File: config.mk
export PLATFORM = sky130hd
export DESIGN_NAME = lffe_config_regs
export DESIGN_NICKNAME = d
export VERILOG_FILES = /design/src/design/lffe_pkg.sv /design/src/design/lffe_config_regs.sv /design/src/design/lffe_low_timer.sv /design/src/design/lffe_clock_divider.sv
export SDC_FILE = /design/constraint.sdc
export NUM_CORES = 1
export LEC_CHECK = 0
export ABC_AREA = 1
export BUFFER_PORTS_ARGS = -buffer_cell sky130_fd_sc_hd__buf_4
export CORE_ASPECT_RATIO = 1.75
export CORE_UTILIZATION = 45
export CTS_CLUSTER_SIZE = 28
export DETAILED_ROUTE_END_ITERATION = 7
export RECOVER_POWER = 25
export REMOVE_ABC_BUFFERS = 1
export SKIP_LAST_GASP = 1
export SLEW_MARGIN = 15
export SYNTH_ARGS = -nofsm -noshare
export SYNTH_HDL_FRONTEND = slang
export SYNTH_HIERARCHICAL = 1
export SYNTH_SLANG_ARGS = --single-unit
File: constraint.sdc
create_clock -name I_CLOCK -period 5.75 [get_ports I_CLOCK]
set_input_delay 1.725 -clock I_CLOCK [delete_from_list [all_inputs] [get_ports I_CLOCK]]
set_output_delay 1.725 -clock I_CLOCK [all_outputs]
set_load 0.05 [all_outputs]
File: src/design/lffe_pkg.sv
// Notes on behaviour
// - Six registers at addresses 0 to 5.
// - All fields are zero after reset.
// - Low-time code gives 1, 1, 2, 4 ms.
// - Alert on parity error, optionally alarm too.
// - Channel enabled while its bit is zero.
// - Output type picks demod, carrier or RSSI.
// - Tuning code adds 1 pF per step.
// - Pulldown follows its bit in RSSI mode.
// - Carrier clock divided by four when set.
// - Register 3 bits 8-7 read zero.
// - Sensitivity drops 2 dB per code step.
// - AGC gating holds demod until AGC regulates.
// - Modulation depth code gives 33/60/14/8 percent.
// - Parity error sets flag, pulls alert low.
// - Registers read and written by commands.
package lffe_pkg;
  localparam int unsigned LFFE_ADDR_W   = 4;
  localparam int unsigned LFFE_REG_W    = 9;
  localparam int unsigned LFFE_REG_N    = 6;
  localparam logic [3:0]  LFFE_ADDR_REG0 = 4'h0;
  localparam logic [3:0]  LFFE_ADDR_REG1 = 4'h1;
  localparam logic [3:0]  LFFE_ADDR_REG3 = 4'h3;
  localparam logic [3:0]  LFFE_ADDR_LAST = 4'h5;
  localparam logic [8:0]  LFFE_REG_RESET = 9'h000;
  localparam logic [8:0]  LFFE_REG3_MASK = 9'h07f;
  // Field positions
  localparam int unsigned LFFE_LOWT_LSB   = 5;
  localparam int unsigned LFFE_ALRT_BIT   = 4;
  localparam int unsigned LFFE_CHDIS_BIT  = 1;
  localparam int unsigned LFFE_OTYPE_LSB  = 7;
  localparam int unsigned LFFE_TUNE_LSB   = 1;
  localparam int unsigned LFFE_PULL_BIT   = 8;
  localparam int unsigned LFFE_CDIV_BIT   = 7;
  localparam int unsigned LFFE_SENS_LSB   = 5;
  localparam int unsigned LFFE_AGCG_BIT   = 7;
  localparam int unsigned LFFE_MODD_LSB   = 5;
  // Output type codes
  localparam logic [1:0]  LFFE_OTYPE_DEMOD = 2'h0;
  localparam logic [1:0]  LFFE_OTYPE_CARR  = 2'h1;
  // Timing
  localparam int unsigned LFFE_CLOCK_HZ    = 40000000;
  localparam int unsigned LFFE_BASE_MS     = 1;
  localparam int unsigned LFFE_MS_CYCLES   = LFFE_CLOCK_HZ / 1000 * LFFE_BASE_MS;
  localparam logic [2:0]  LFFE_LOWT_1MS    = 3'h1;
  localparam logic [2:0]  LFFE_LOWT_2MS    = 3'h2;
  localparam logic [2:0]  LFFE_LOWT_4MS    = 3'h4;
  localparam logic [1:0]  LFFE_CDIV_HALF   = 2'h1;
  // Modulation depth in percent
  localparam logic [6:0]  LFFE_MOD_33 = 7'h21;
  localparam logic [6:0]  LFFE_MOD_60 = 7'h3c;
  localparam logic [6:0]  LFFE_MOD_14 = 7'h0e;
  localparam logic [6:0]  LFFE_MOD_8  = 7'h08;
  // Synchronised pins
  localparam int unsigned LFFE_PIN_N     = 5;
  localparam int unsigned LFFE_PIN_DEMOD = 0;
  localparam int unsigned LFFE_PIN_CARR  = 1;
  localparam int unsigned LFFE_PIN_AGC   = 2;
  localparam int unsigned LFFE_PIN_RSSI  = 3;
  localparam int unsigned LFFE_PIN_ALARM = 4;

  function automatic logic [2:0] lffe_low_time_ms(input logic [1:0] code);
    case (code)
      2'h2:    lffe_low_time_ms = LFFE_LOWT_2MS;
      2'h3:    lffe_low_time_ms = LFFE_LOWT_4MS;
      default: lffe_low_time_ms = LFFE_LOWT_1MS;
    endcase
  endfunction

  function automatic logic [6:0] lffe_mod_depth(input logic [1:0] code);
    case (code)
      2'h1:    lffe_mod_depth = LFFE_MOD_60;
      2'h2:    lffe_mod_depth = LFFE_MOD_14;
      2'h3:    lffe_mod_depth = LFFE_MOD_8;
      default: lffe_mod_depth = LFFE_MOD_33;
    endcase
  endfunction
endpackage

File: src/design/lffe_config_regs.sv
module lffe_config_regs
  import lffe_pkg::*;
#(
  parameter int unsigned MS_CYCLES = LFFE_MS_CYCLES
)
(
  // Clock and reset
  input  wire logic       I_CLOCK,
  input  wire logic       I_RESET,
  // Register access
  input  wire logic       I_WR_STROBE,
  input  wire logic       I_RD_STROBE,
  input  wire logic [3:0] I_ADDR,
  input  wire logic [8:0] I_WDATA,
  output logic      [8:0] O_RDATA,
  output logic            O_RD_VALID,
  // Front end pins
  input  wire logic       I_DEMOD_DATA,
  input  wire logic       I_CARRIER_CLOCK,
  input  wire logic       I_AGC_REGULATING,
  input  wire logic       I_RSSI_LEVEL,
  input  wire logic       I_ALARM_EXPIRED,
  // Data pin
  output logic            O_RECEIVE_DATA_PIN,
  output logic            O_SIGNAL_STRENGTH_PULLDOWN,
  // Analog settings
  output logic            O_CHANNEL_ENABLE,
  output logic      [5:0] O_ANTENNA_TUNING_CAP,
  output logic      [4:0] O_SENSITIVITY_CUT_DB,
  output logic      [6:0] O_MIN_MODULATION_DEPTH,
  output logic      [2:0] O_FILTER_LOW_TIME_MS,
  output logic            O_FILTER_LOW_MET,
  // Status
  output logic            O_AGC_ACTIVE,
  output logic            O_PARITY_ERROR_FLAG,
  output logic            O_ALERT_N
);
  logic [8:0] cfg [0:LFFE_REG_N-1];

  // Register decode
  wire        wr_hit = I_WR_STROBE && (I_ADDR <= LFFE_ADDR_LAST);
  wire        rd_hit = I_RD_STROBE && (I_ADDR <= LFFE_ADDR_LAST);
  wire [2:0]  index  = I_ADDR[2:0];
  // Unimplemented bits never store, so reads of them return zero
  wire [8:0]  wdata  = (I_ADDR == LFFE_ADDR_REG3) ? (I_WDATA & LFFE_REG3_MASK) : I_WDATA;
  wire [8:0]  next_rdata = rd_hit ? cfg[index] : LFFE_REG_RESET;

  // Field views
  wire [1:0]  low_time_code    = cfg[0][LFFE_LOWT_LSB +: 2];
  wire        alert_source     = cfg[0][LFFE_ALRT_BIT];
  wire        channel_disable  = cfg[0][LFFE_CHDIS_BIT];
  wire [1:0]  output_type      = cfg[1][LFFE_OTYPE_LSB +: 2];
  wire [5:0]  tuning_cap       = cfg[1][LFFE_TUNE_LSB +: 6];
  wire        pulldown_bit     = cfg[2][LFFE_PULL_BIT];
  wire        clock_divide     = cfg[2][LFFE_CDIV_BIT];
  wire [3:0]  sensitivity_code = cfg[4][LFFE_SENS_LSB +: 4];
  wire        agc_gated        = cfg[5][LFFE_AGCG_BIT];
  wire [1:0]  mod_depth_code   = cfg[5][LFFE_MODD_LSB +: 2];

  // Pin synchronisers
  logic [LFFE_PIN_N-1:0] pin_raw;
  logic [LFFE_PIN_N-1:0] sync1;
  logic [LFFE_PIN_N-1:0] sync2;
  logic [LFFE_PIN_N-1:0] sync3;
  logic [LFFE_PIN_N-1:0] pin;

  assign pin_raw[LFFE_PIN_DEMOD] = I_DEMOD_DATA;
  assign pin_raw[LFFE_PIN_CARR]  = I_CARRIER_CLOCK;
  assign pin_raw[LFFE_PIN_AGC]   = I_AGC_REGULATING;
  assign pin_raw[LFFE_PIN_RSSI]  = I_RSSI_LEVEL;
  assign pin_raw[LFFE_PIN_ALARM] = I_ALARM_EXPIRED;

  genvar g;
  generate
    for (g = 0; g < LFFE_PIN_N; g++)
    begin : g_sync
      // A change is taken only when stages two and three agree
      always_ff @(posedge I_CLOCK or posedge I_RESET)
      begin
        if (I_RESET)
        begin
          sync1[g] <= 1'b0;
          sync2[g] <= 1'b0;
          sync3[g] <= 1'b0;
          pin[g]   <= 1'b0;
        end
        else
        begin
          sync1[g] <= pin_raw[g];
          sync2[g] <= sync1[g];
          sync3[g] <= sync2[g];
          if (sync2[g] == sync3[g])
            pin[g] <= sync3[g];
        end
      end
    end
  endgenerate

  // Row parity: each row must hold an odd count of ones
  logic [LFFE_REG_N-1:0] row_bad;
  generate
    for (g = 0; g < LFFE_REG_N; g++)
    begin : g_parity
      assign row_bad[g] = ~^cfg[g];
    end
  endgenerate
  wire parity_error = |row_bad;

  // Register storage
  generate
    for (g = 0; g < LFFE_REG_N; g++)
    begin : g_reg
      always_ff @(posedge I_CLOCK or posedge I_RESET)
      begin
        if (I_RESET)
          cfg[g] <= LFFE_REG_RESET;
        else if (wr_hit && index == 3'(g))
          cfg[g] <= wdata;
      end
    end
  endgenerate

  // Filter low time and carrier divider
  logic low_met;
  logic carrier_out;

  lffe_low_timer #(
    .MS_CYCLES (MS_CYCLES)
  ) u_low_timer (
    .i_clock (I_CLOCK),
    .i_reset (I_RESET),
    .i_level (pin[LFFE_PIN_DEMOD]),
    .i_code  (low_time_code),
    .o_met   (low_met)
  );

  lffe_clock_divider u_clock_divider (
    .i_clock   (I_CLOCK),
    .i_reset   (I_RESET),
    .i_carrier (pin[LFFE_PIN_CARR]),
    .i_divide  (clock_divide),
    .o_clock   (carrier_out)
  );

  // Data path selection
  wire agc_active = pin[LFFE_PIN_AGC];
  // A disabled channel passes no demod data; carrier and RSSI output types are not gated by it
  wire demod_pass = pin[LFFE_PIN_DEMOD] && !channel_disable && (!agc_gated || agc_active);
  wire rssi_mode  = (output_type != LFFE_OTYPE_DEMOD) && (output_type != LFFE_OTYPE_CARR);
  wire next_data_pin = (output_type == LFFE_OTYPE_DEMOD) ? demod_pass :
                       (output_type == LFFE_OTYPE_CARR)  ? carrier_out :
                       pin[LFFE_PIN_RSSI];
  // The user owns the pulldown only in signal-strength mode
  wire next_pulldown = rssi_mode && pulldown_bit;
  wire next_alert_n  = !(parity_error || (alert_source && pin[LFFE_PIN_ALARM]));
  wire [4:0] next_sens_db = {sensitivity_code, 1'b0};

  // Read port
  always_ff @(posedge I_CLOCK or posedge I_RESET)
  begin
    if (I_RESET)
    begin
      O_RDATA    <= LFFE_REG_RESET;
      O_RD_VALID <= 1'b0;
    end
    else
    begin
      O_RDATA    <= next_rdata;
      O_RD_VALID <= I_RD_STROBE;
    end
  end

  // Registered outputs; after reset the rows hold bad parity, so alert starts low
  always_ff @(posedge I_CLOCK or posedge I_RESET)
  begin
    if (I_RESET)
    begin
      O_RECEIVE_DATA_PIN         <= 1'b0;
      O_SIGNAL_STRENGTH_PULLDOWN <= 1'b0;
      O_CHANNEL_ENABLE           <= 1'b1;
      O_ANTENNA_TUNING_CAP       <= '0;
      O_SENSITIVITY_CUT_DB       <= '0;
      O_MIN_MODULATION_DEPTH     <= LFFE_MOD_33;
      O_FILTER_LOW_TIME_MS       <= LFFE_LOWT_1MS;
      O_FILTER_LOW_MET           <= 1'b0;
      O_AGC_ACTIVE               <= 1'b0;
      O_PARITY_ERROR_FLAG        <= 1'b1;
      O_ALERT_N                  <= 1'b0;
    end
    else
    begin
      O_RECEIVE_DATA_PIN         <= next_data_pin;
      O_SIGNAL_STRENGTH_PULLDOWN <= next_pulldown;
      O_CHANNEL_ENABLE           <= !channel_disable;
      O_ANTENNA_TUNING_CAP       <= tuning_cap;
      O_SENSITIVITY_CUT_DB       <= next_sens_db;
      O_MIN_MODULATION_DEPTH     <= lffe_mod_depth(mod_depth_code);
      O_FILTER_LOW_TIME_MS       <= lffe_low_time_ms(low_time_code);
      O_FILTER_LOW_MET           <= low_met;
      O_AGC_ACTIVE               <= agc_gated && agc_active;
      O_PARITY_ERROR_FLAG        <= parity_error;
      O_ALERT_N                  <= next_alert_n;
    end
  end

  // Checks
  a_write_stores: assert property (@(posedge I_CLOCK) disable iff (I_RESET)
    I_WR_STROBE && I_ADDR == LFFE_ADDR_REG0 |=> cfg[0] == $past(I_WDATA))
    else $error("register 0 write not stored");

  a_read_answer: assert property (@(posedge I_CLOCK) disable iff (I_RESET)
    I_RD_STROBE && !I_WR_STROBE && I_ADDR == LFFE_ADDR_REG0 |=> O_RD_VALID && O_RDATA == cfg[0])
    else $error("read of register 0 returned wrong data");

  a_reset_zero: assert property (@(posedge I_CLOCK)
    $fell(I_RESET) |-> cfg[0] == LFFE_REG_RESET && cfg[5] == LFFE_REG_RESET)
    else $error("register not zero after reset");

  a_reg3_unimpl: assert property (@(posedge I_CLOCK) disable iff (I_RESET)
    I_RD_STROBE && I_ADDR == LFFE_ADDR_REG3 |=> O_RDATA[8:7] == 2'h0)
    else $error("unimplemented bits read as one");

  a_alert_cause: assert property (@(posedge I_CLOCK) disable iff (I_RESET)
    !O_ALERT_N |-> $past(parity_error) || ($past(alert_source) && $past(pin[LFFE_PIN_ALARM])))
    else $error("alert low without cause");

  a_parity_alert: assert property (@(posedge I_CLOCK) disable iff (I_RESET)
    parity_error |=> O_PARITY_ERROR_FLAG && !O_ALERT_N)
    else $error("parity error not flagged");

  a_channel_enable: assert property (@(posedge I_CLOCK) disable iff (I_RESET)
    ##1 O_CHANNEL_ENABLE == !$past(cfg[0][LFFE_CHDIS_BIT]))
    else $error("channel enable not inverted bit");

  a_pulldown_mode: assert property (@(posedge I_CLOCK) disable iff (I_RESET)
    O_SIGNAL_STRENGTH_PULLDOWN |-> $past(cfg[1][LFFE_OTYPE_LSB + 1]) && $past(cfg[2][LFFE_PULL_BIT]))
    else $error("pulldown outside signal-strength mode");

  a_demod_gate: assert property (@(posedge I_CLOCK) disable iff (I_RESET)
    output_type == LFFE_OTYPE_DEMOD && agc_gated && !agc_active |=> !O_RECEIVE_DATA_PIN)
    else $error("demod passed before AGC regulates");

  a_sens_step: assert property (@(posedge I_CLOCK) disable iff (I_RESET)
    ##1 O_SENSITIVITY_CUT_DB == 5'($past(sensitivity_code) * 2))
    else $error("sensitivity step not 2 dB");

  a_tuning_copy: assert property (@(posedge I_CLOCK) disable iff (I_RESET)
    I_WR_STROBE && I_ADDR == LFFE_ADDR_REG1 |=> ##1 O_ANTENNA_TUNING_CAP == $past(I_WDATA[LFFE_TUNE_LSB +: 6], 2))
    else $error("tuning code not applied");

  a_lowt_long: assert property (@(posedge I_CLOCK) disable iff (I_RESET)
    low_time_code == 2'h3 |=> O_FILTER_LOW_TIME_MS == LFFE_LOWT_4MS)
    else $error("longest low time not selected");

  a_lowt_short: assert property (@(posedge I_CLOCK) disable iff (I_RESET)
    !low_time_code[1] |=> O_FILTER_LOW_TIME_MS == LFFE_LOWT_1MS)
    else $error("short low time codes not 1 ms");

  a_depth_coarse: assert property (@(posedge I_CLOCK) disable iff (I_RESET)
    mod_depth_code == 2'h1 |=> O_MIN_MODULATION_DEPTH == LFFE_MOD_60)
    else $error("depth code 1 not 60 percent");

  a_depth_fine: assert property (@(posedge I_CLOCK) disable iff (I_RESET)
    mod_depth_code == 2'h3 |=> O_MIN_MODULATION_DEPTH == LFFE_MOD_8)
    else $error("depth code 3 not 8 percent");

  a_carrier_pass: assert property (@(posedge I_CLOCK) disable iff (I_RESET)
    output_type == LFFE_OTYPE_CARR && !clock_divide |=> O_RECEIVE_DATA_PIN == $past(pin[LFFE_PIN_CARR]))
    else $error("undivided carrier not on data pin");

  a_rssi_pass: assert property (@(posedge I_CLOCK) disable iff (I_RESET)
    output_type[1] |=> O_RECEIVE_DATA_PIN == $past(pin[LFFE_PIN_RSSI]))
    else $error("signal strength not on data pin");

  a_channel_off: assert property (@(posedge I_CLOCK) disable iff (I_RESET)
    channel_disable && output_type == LFFE_OTYPE_DEMOD |=> !O_RECEIVE_DATA_PIN)
    else $error("disabled channel passed data");

  a_unmapped_write: assert property (@(posedge I_CLOCK) disable iff (I_RESET)
    I_WR_STROBE && I_ADDR > LFFE_ADDR_LAST |=> $stable(cfg[0]) && $stable(cfg[5]))
    else $error("write outside the bank changed a register");

  a_reg3_store: assert property (@(posedge I_CLOCK) disable iff (I_RESET)
    I_WR_STROBE && I_ADDR == LFFE_ADDR_REG3 |=> (cfg[3] & ~LFFE_REG3_MASK) == LFFE_REG_RESET)
    else $error("unimplemented bits stored");

  a_parity_clear: assert property (@(posedge I_CLOCK) disable iff (I_RESET)
    !parity_error |=> !O_PARITY_ERROR_FLAG)
    else $error("parity flag set with good rows");

  a_alert_quiet: assert property (@(posedge I_CLOCK) disable iff (I_RESET)
    !parity_error && !alert_source |=> O_ALERT_N)
    else $error("alert low with no parity error");

  a_agc_status: assert property (@(posedge I_CLOCK) disable iff (I_RESET)
    agc_gated && agc_active |=> O_AGC_ACTIVE)
    else $error("agc status not set while regulating");

  a_pulldown_on: assert property (@(posedge I_CLOCK) disable iff (I_RESET)
    output_type[1] && pulldown_bit |=> O_SIGNAL_STRENGTH_PULLDOWN)
    else $error("pulldown not on in signal-strength mode");

  a_read_idle: assert property (@(posedge I_CLOCK) disable iff (I_RESET)
    !I_RD_STROBE |=> !O_RD_VALID && O_RDATA == LFFE_REG_RESET)
    else $error("read answer without a read");
endmodule

File: src/design/lffe_low_timer.sv
module lffe_low_timer
  import lffe_pkg::*;
#(
  parameter int unsigned MS_CYCLES = LFFE_MS_CYCLES
)
(
  // Clock and reset
  input  wire logic       i_clock,
  input  wire logic       i_reset,
  // Level and selection
  input  wire logic       i_level,
  input  wire logic [1:0] i_code,
  // Result
  output logic            o_met
);
  localparam int unsigned CW = $clog2(MS_CYCLES + 1);

  logic [CW-1:0] cycle_count;
  logic [2:0]    ms_count;
  wire           ms_tick = (cycle_count == CW'(MS_CYCLES - 1));
  wire [2:0]     target  = lffe_low_time_ms(i_code);

  // Any high level restarts the whole low-time measurement
  always_ff @(posedge i_clock or posedge i_reset)
  begin
    if (i_reset)
    begin
      cycle_count <= '0;
      ms_count    <= '0;
      o_met       <= 1'b0;
    end
    else if (i_level)
    begin
      cycle_count <= '0;
      ms_count    <= '0;
      o_met       <= 1'b0;
    end
    else
    begin
      cycle_count <= ms_tick ? '0 : cycle_count + 1'b1;
      if (ms_tick && ms_count < LFFE_LOWT_4MS)
        ms_count <= ms_count + 3'h1;
      o_met <= (ms_count >= target);
    end
  end
endmodule

File: src/design/lffe_clock_divider.sv
module lffe_clock_divider
  import lffe_pkg::*;
(
  // Clock and reset
  input  wire logic i_clock,
  input  wire logic i_reset,
  // Carrier in and mode
  input  wire logic i_carrier,
  input  wire logic i_divide,
  // Carrier out
  output logic      o_clock
);
  logic       carrier_prev;
  logic [1:0] edge_count;
  logic       divided;
  wire        rise = i_carrier && !carrier_prev;

  // Two carrier periods per half period of the divided clock
  always_ff @(posedge i_clock or posedge i_reset)
  begin
    if (i_reset)
    begin
      carrier_prev <= 1'b0;
      edge_count   <= '0;
      divided      <= 1'b0;
    end
    else
    begin
      carrier_prev <= i_carrier;
      if (rise)
      begin
        edge_count <= (edge_count == LFFE_CDIV_HALF) ? 2'h0 : edge_count + 2'h1;
        if (edge_count == LFFE_CDIV_HALF)
          divided <= !divided;
      end
    end
  end

  assign o_clock = i_divide ? divided : i_carrier;
endmodule

# Word-level counts from Yosys, hierarchy flattened
# Cells that the tools add are included.
# totals
latchBits,0
elab_cells,124
ramBits,0
output_inout_bits,38
mem_count,0
mem_bits_ro,0
in_bits,22
ff_bits,135
# op_classes
reduce_logical,35
n_mul,0
shift,0
n_eq_ne,20
n_lt_le_gt_ge,4
n_addsub,3
n_div,0
bitwise,1
mux,16
# ops
op,n
$reduce_xnor 9->1,6
$mux 9,4
$mux 16,2
$bmux 9 s3,1
$pmux 6 s3,1
$add 16x1->16 const B,1
$eq 16x16->1 const B,1
$logic_and 1x1->1,16
$eq 2x2->1 const B,4
$eq 2x1->1 const B,3
$eq 3x2->1 const B,2
$eq 3x3->1 const B,2
$mux 3,2
$pmux 3 s2,1
$reduce_or 6->1,1
$eq 1x1->1,5
$logic_not 1->1,5
$eq 4x2->1 const B,1
$ge 4x4->1 const B,1
$le 4x3->1 const B,1
$mux 1,4
$not 3->4,1
$reduce_bool 2->1,2
$add 3x1->3 const B,1
10 further kinds,11

# Depth between registers and ports, before layout
# depth
ltp_word,5
ltp_mapped,13
depth_no_buf,13

# By module
# Netlist, hierarchy kept.
# by_module_without_submodules
mod,seq_area_each_um2,cells_each,n_inst,area_per_inst_um2
lffe_config_regs,2758.9,551,1,4919.7
lffe_low_timer,500.5,164,1,1206.2
lffe_clock_divider,100.1,21,1,177.7

# Least setup slack after synthesis
# Ideal clock, no wire load.
# synth_timing
kind,input-to-reg
startpoint,input port I_ADDR[1]
endpoint,register cfg[17] (netlist bit)
setup_time_ns,0.127
stages,7
path_buffers,2
slack_ns,3.085
arrival_ns,2.538
t_required_ns,5.623
path_cell_list,buf_6 > nor2_2 > and3_2 > nand2_4 > buf_2 > nand2_1 > o21ai_0
# synth_via
elab_chain_len,3
elab_cells_between_ends,6
classes_between,order compare (1); eq/ne (2); mux (1); reduce/logical (2)
# synth_rtl
element,line,rtl
from (decl),lffe_config_regs.sv:13,"input wire logic [3:0] I_ADDR,"
$le 4x3->1,lffe_config_regs.sv:41,wire wr_hit = I_WR_STROBE && (I_ADDR <= LFFE_ADDR_LAST);
$logic_and 1x1->1,lffe_config_regs.sv:41,
$logic_and 1x1->1,lffe_config_regs.sv:117,else if (wr_hit && index == 3'(g))
"to (signal, indexed assignment)",lffe_config_regs.sv:118,cfg[g] <= wdata;
to (decl),lffe_config_regs.sv:38,logic [8:0] cfg [0:LFFE_REG_N-1];
# Parallel ways exist; a longest one is shown, timed or not.
# A chain may end at the register's enable or synchronous reset.

# Worst setup path in the final report
# layout_timing
startpoint,register O_CHANNEL_ENABLE
endpoint,output port O_CHANNEL_ENABLE
# layout_lines
element,line,rtl
from (decl),lffe_config_regs.sv:27,"output logic O_CHANNEL_ENABLE,"
from (signal assigned),lffe_config_regs.sv:194,O_CHANNEL_ENABLE <= !channel_disable;
# No word-level cell between the ends.

==> summary.md <==
| Metric | Value |
|---|---|
| CTS Root Buffer Type | clkbuf_16 |
| Number of distinct library cells after synthesis | 43 |
| DRC viols | 0 |
| FF+latch area | 3360 um^2 |
| Initial antenna violation count | 0 |
| Layout Cells excl Fill | 987 |
| H-tree depth | 4 |
| Critical path arrival | around 1.1 ns |
| Core Area | between 10000 and 15000 um^2 |
| Synth Instances | around 740 |
| Yosys warns | 6 |
| Via density | 5.03 |
| Largest area contributor in the netlist | dfrtp_1 |
| Final worst clock skew | 0.0109 ns |
| Start of the worst register-to-register path | u_low_timer/cycle_count[0] |
| Routed wire per std cell | 15.3 um |
| Final hold vios | 0 |
| Multi-input gate area | 2420 um^2 |
| Die Span Y | 159 um |
| Final number of setup-violating endpoints | 0 |
| P&R area growth vs syn | 18.5% |
| Largest cells by area after synthesis | dfrtp_1, nand2_1, inv_1 |
| Count leader, synth | nand2_1 |
| Worst path max stage delay | 0.53 ns |
| Die width | 91.5 um |
| Largest net degree at the start of global routing | a little under 80 |
| CTS sink cnt | 134 |
| Total Routing Usage GR | roughly 23% |
| Worst Path Buf+Inv | 1 |
| Simple-Gate Fraction of Synth Area | 24.8% |
| Number of DRC markers in iteration 0 | 205 |
| WL final | 15100 um |
| First-pass iteration count of the detailed router | 4 |
| Compound-gate portion of the synthesized area | 9.01% |
| Grt total ovfl | 0 |
| Peak VDD IR | approximately 200 uV |
| F_max | 351 MHz |
| Post-synthesis adder-cell area fraction | ~2.4% |
| R2R Setup Slk | around 3.6 ns |
| ANT cells | 0 |
| Hold Path Stages | 0 |
| Critical path class | reg2out |
| Vias in the first global route | 5027 |
| Final GP Congestion | 0.873 |
| Clock slew at reported path FFs | 0.06 ns |
| Hold_buf cts | 0 |
| TritonCTS clock tree | yes |
| Synth Register Bits | 134 |
| Seq/Total Area, Yosys | 53.3% |
| Crit-path leading delay family | flip-flops |
| Clock Latency Late Sink | 0.42 ns |
| Crit-path cells | buf_4 |
| WHS Endpoint | sync2[2] |
| Hold Crit Class | reg2reg |
| Post-CTS sizing | 0 |
| Fin. max-slew vios | 0 |
| Top post-synthesis cells by count | nand2_1, dfrtp_1, inv_1, nor2_1, o21ai_0 |
| Critical-path top delay cell | dfstp_2 |
| Unrepaired setup endpoints after global routing | no |
| Pwr dens | 422 nW/um^2 |
| Share of the synthesized area in the top cell type | 51.2% |
| Critical path required time | 4.03 ns |
| Fraction of layout cells with a size suffix above 1 | 15.9% |
| Post-synth EDFFs | 0 |
| Async S/R FF share, synth | 100% |
| Final Critical Period | 2.85 ns |
| Max-slew headroom at the worst pin | between 30% and 40% |
| Lkg Pwr | between 3 and 4 nW |
| Top Ports | 60 |
| Cell Area, Synth | 6300 um^2 |
| Layout net count | 830 |
| Final core utilization | 55.2% |
| Fin crit share | 49.5% |
| CTS Buf Count | 17 |
| Port bufs | 57 |
| Post-synthesis mux area share | 0% |
| Rows | 56 |
| R2R depth | 8 |
| Syn_area_per_cell | about 8.6 um^2 |
| Worst slew pin tran | 0.942 ns |
| Clock tree buffer depth | 2 |
| Die Area | 14500 um^2 |
| Largest family of logic cells by synthesized area | simple AND/OR/NAND/NOR gates |
| Starting Density | a little under half |
| Outcome | finished clean |
| Post-DP HPWL | 11300 um |
| Max Cap Viol | 0 |
| Main synth FF type | dfrtp_1 |
| Worst Hold Launch | sync1[2] |
| RR Endpoint | u_low_timer/cycle_count[6] |
| Dpl cells | 955 |
| Dpl ws | 2.70 ns |
| Antenna viol nets, final | 0 |
| Synth Area in XOR/XNOR | 2.64% |
| Fillers | between 1000 and 1500 |
| Final WS setup | 2.90 ns |
| Global-route wire length before repair | 24800 um |
| Vias | 4969 |
| Crit end category | output port |
| Post-CTS setup buffer count | 0 |
| Post-Route Setup TNS | 0 ns |
| CP max FO | 1 |
| CP Launch Type | flop |
==> power by group <==
part           switching [mW]  internal (mW)  total, mW
combinational           0.526          0.257      0.783
sequential              0.118           1.09       1.21
clock                   0.410          0.749       1.16
total                    1.05           2.10       3.15
==> sequential cells by signal, indices dropped and copies added (netlist names), 2 cells and up <==
| register | cells |
|---|---|
| cfg | 52 |
| u_low_timer/cycle_count | 16 |
| O_RDATA | 9 |
| O_ANTENNA_TUNING_CAP | 6 |
| O_MIN_MODULATION_DEPTH | 6 |
| sync1 | 5 |
| sync2 | 5 |
| sync3 | 5 |
| O_SENSITIVITY_CUT_DB | 4 |
| pin | 4 |
| O_FILTER_LOW_TIME_MS | 3 |
| u_low_timer/ms_count | 3 |
| u_clock_divider/edge_count | 2 |
==> metrics by stage <==
| stage | hold slack [ns] | area (um^2) | power [mW] |
|---|---|---|---|
| 2_1_floorplan | 0.331 | 6220 | 1.77 |
| 3_3_place_gp | 0.336 | 6880 | 1.99 |
| 3_5_place_dp | 0.336 | 6880 | 2.02 |
| 4_1_cts | 0.349 | 7510 | 3.18 |
| 5_1_grt | 0.355 | 7470 | 3.33 |
| 6_report | 0.347 | 7470 | 3.15 |
==> worst max path at each step <==
stage	start	to	cells past startpoint
floorplan	I_RESET	O_AGC_ACTIVE	1
global placement	I_RESET	O_RECEIVE_DATA_PIN	3
detailed placement	I_RESET	pin[3]	3
CTS	O_FILTER_LOW_TIME_MS[0]	O_FILTER_LOW_TIME_MS[0]	1
global route	O_MIN_MODULATION_DEPTH[0]	O_MIN_MODULATION_DEPTH[0]	1
finish	O_CHANNEL_ENABLE	O_CHANNEL_ENABLE	1
==> cells by family after synthesis <==
| group | count (synthesis) |
|---|---|
| adder cells (fa/ha/maj) | 13 |
| XOR/XNOR | 19 |
| AO/OA/AOI/OAI | 102 |
| flip-flops | 134 |
| AND/OR/NAND/NOR | 345 |
| buffers and inverters | 122 |
| other | 1 |
==> layer usage <==
| metal | vias to the layer above | track usage, % | part of all wire, % |
|---|---|---|---|
| li1 | 2434 | - | - |
| met4 | 0 | 12.1 | 3.5 |
| met3 | 33 | 4.44 | 2.7 |
| met5 | - | 0 | 0 |
| met1 | 2408 | 23.0 | 36 |
| met2 | 94 | 44.0 | 58 |
==> cells in the final DEF, fill, tap and decap left out, drive strengths merged, types with 9 or more instances in the layout <==
cell type	Yosys	routed
nand2	230	230
dfrtp	129	129
inv	106	106
o21ai	65	65
nor2	63	63
buf	11	51
clkbuf	3	27
nand3	25	25
a21oi	19	19
nor3	14	14
xnor2	10	10
xor2	9	9
==> area by class of cell <==
type,instances,area share [%]
Multi-Input combinational cell,481,32.4
Inverter,108,5.49
Clock inverter,12,2.36
Timing Repair Buffer,58,5.78
Sequential cell,134,45.0
Clock buffer,20,6.11
Tap cell,174,2.91
Power figures use the tool's default switching activity.
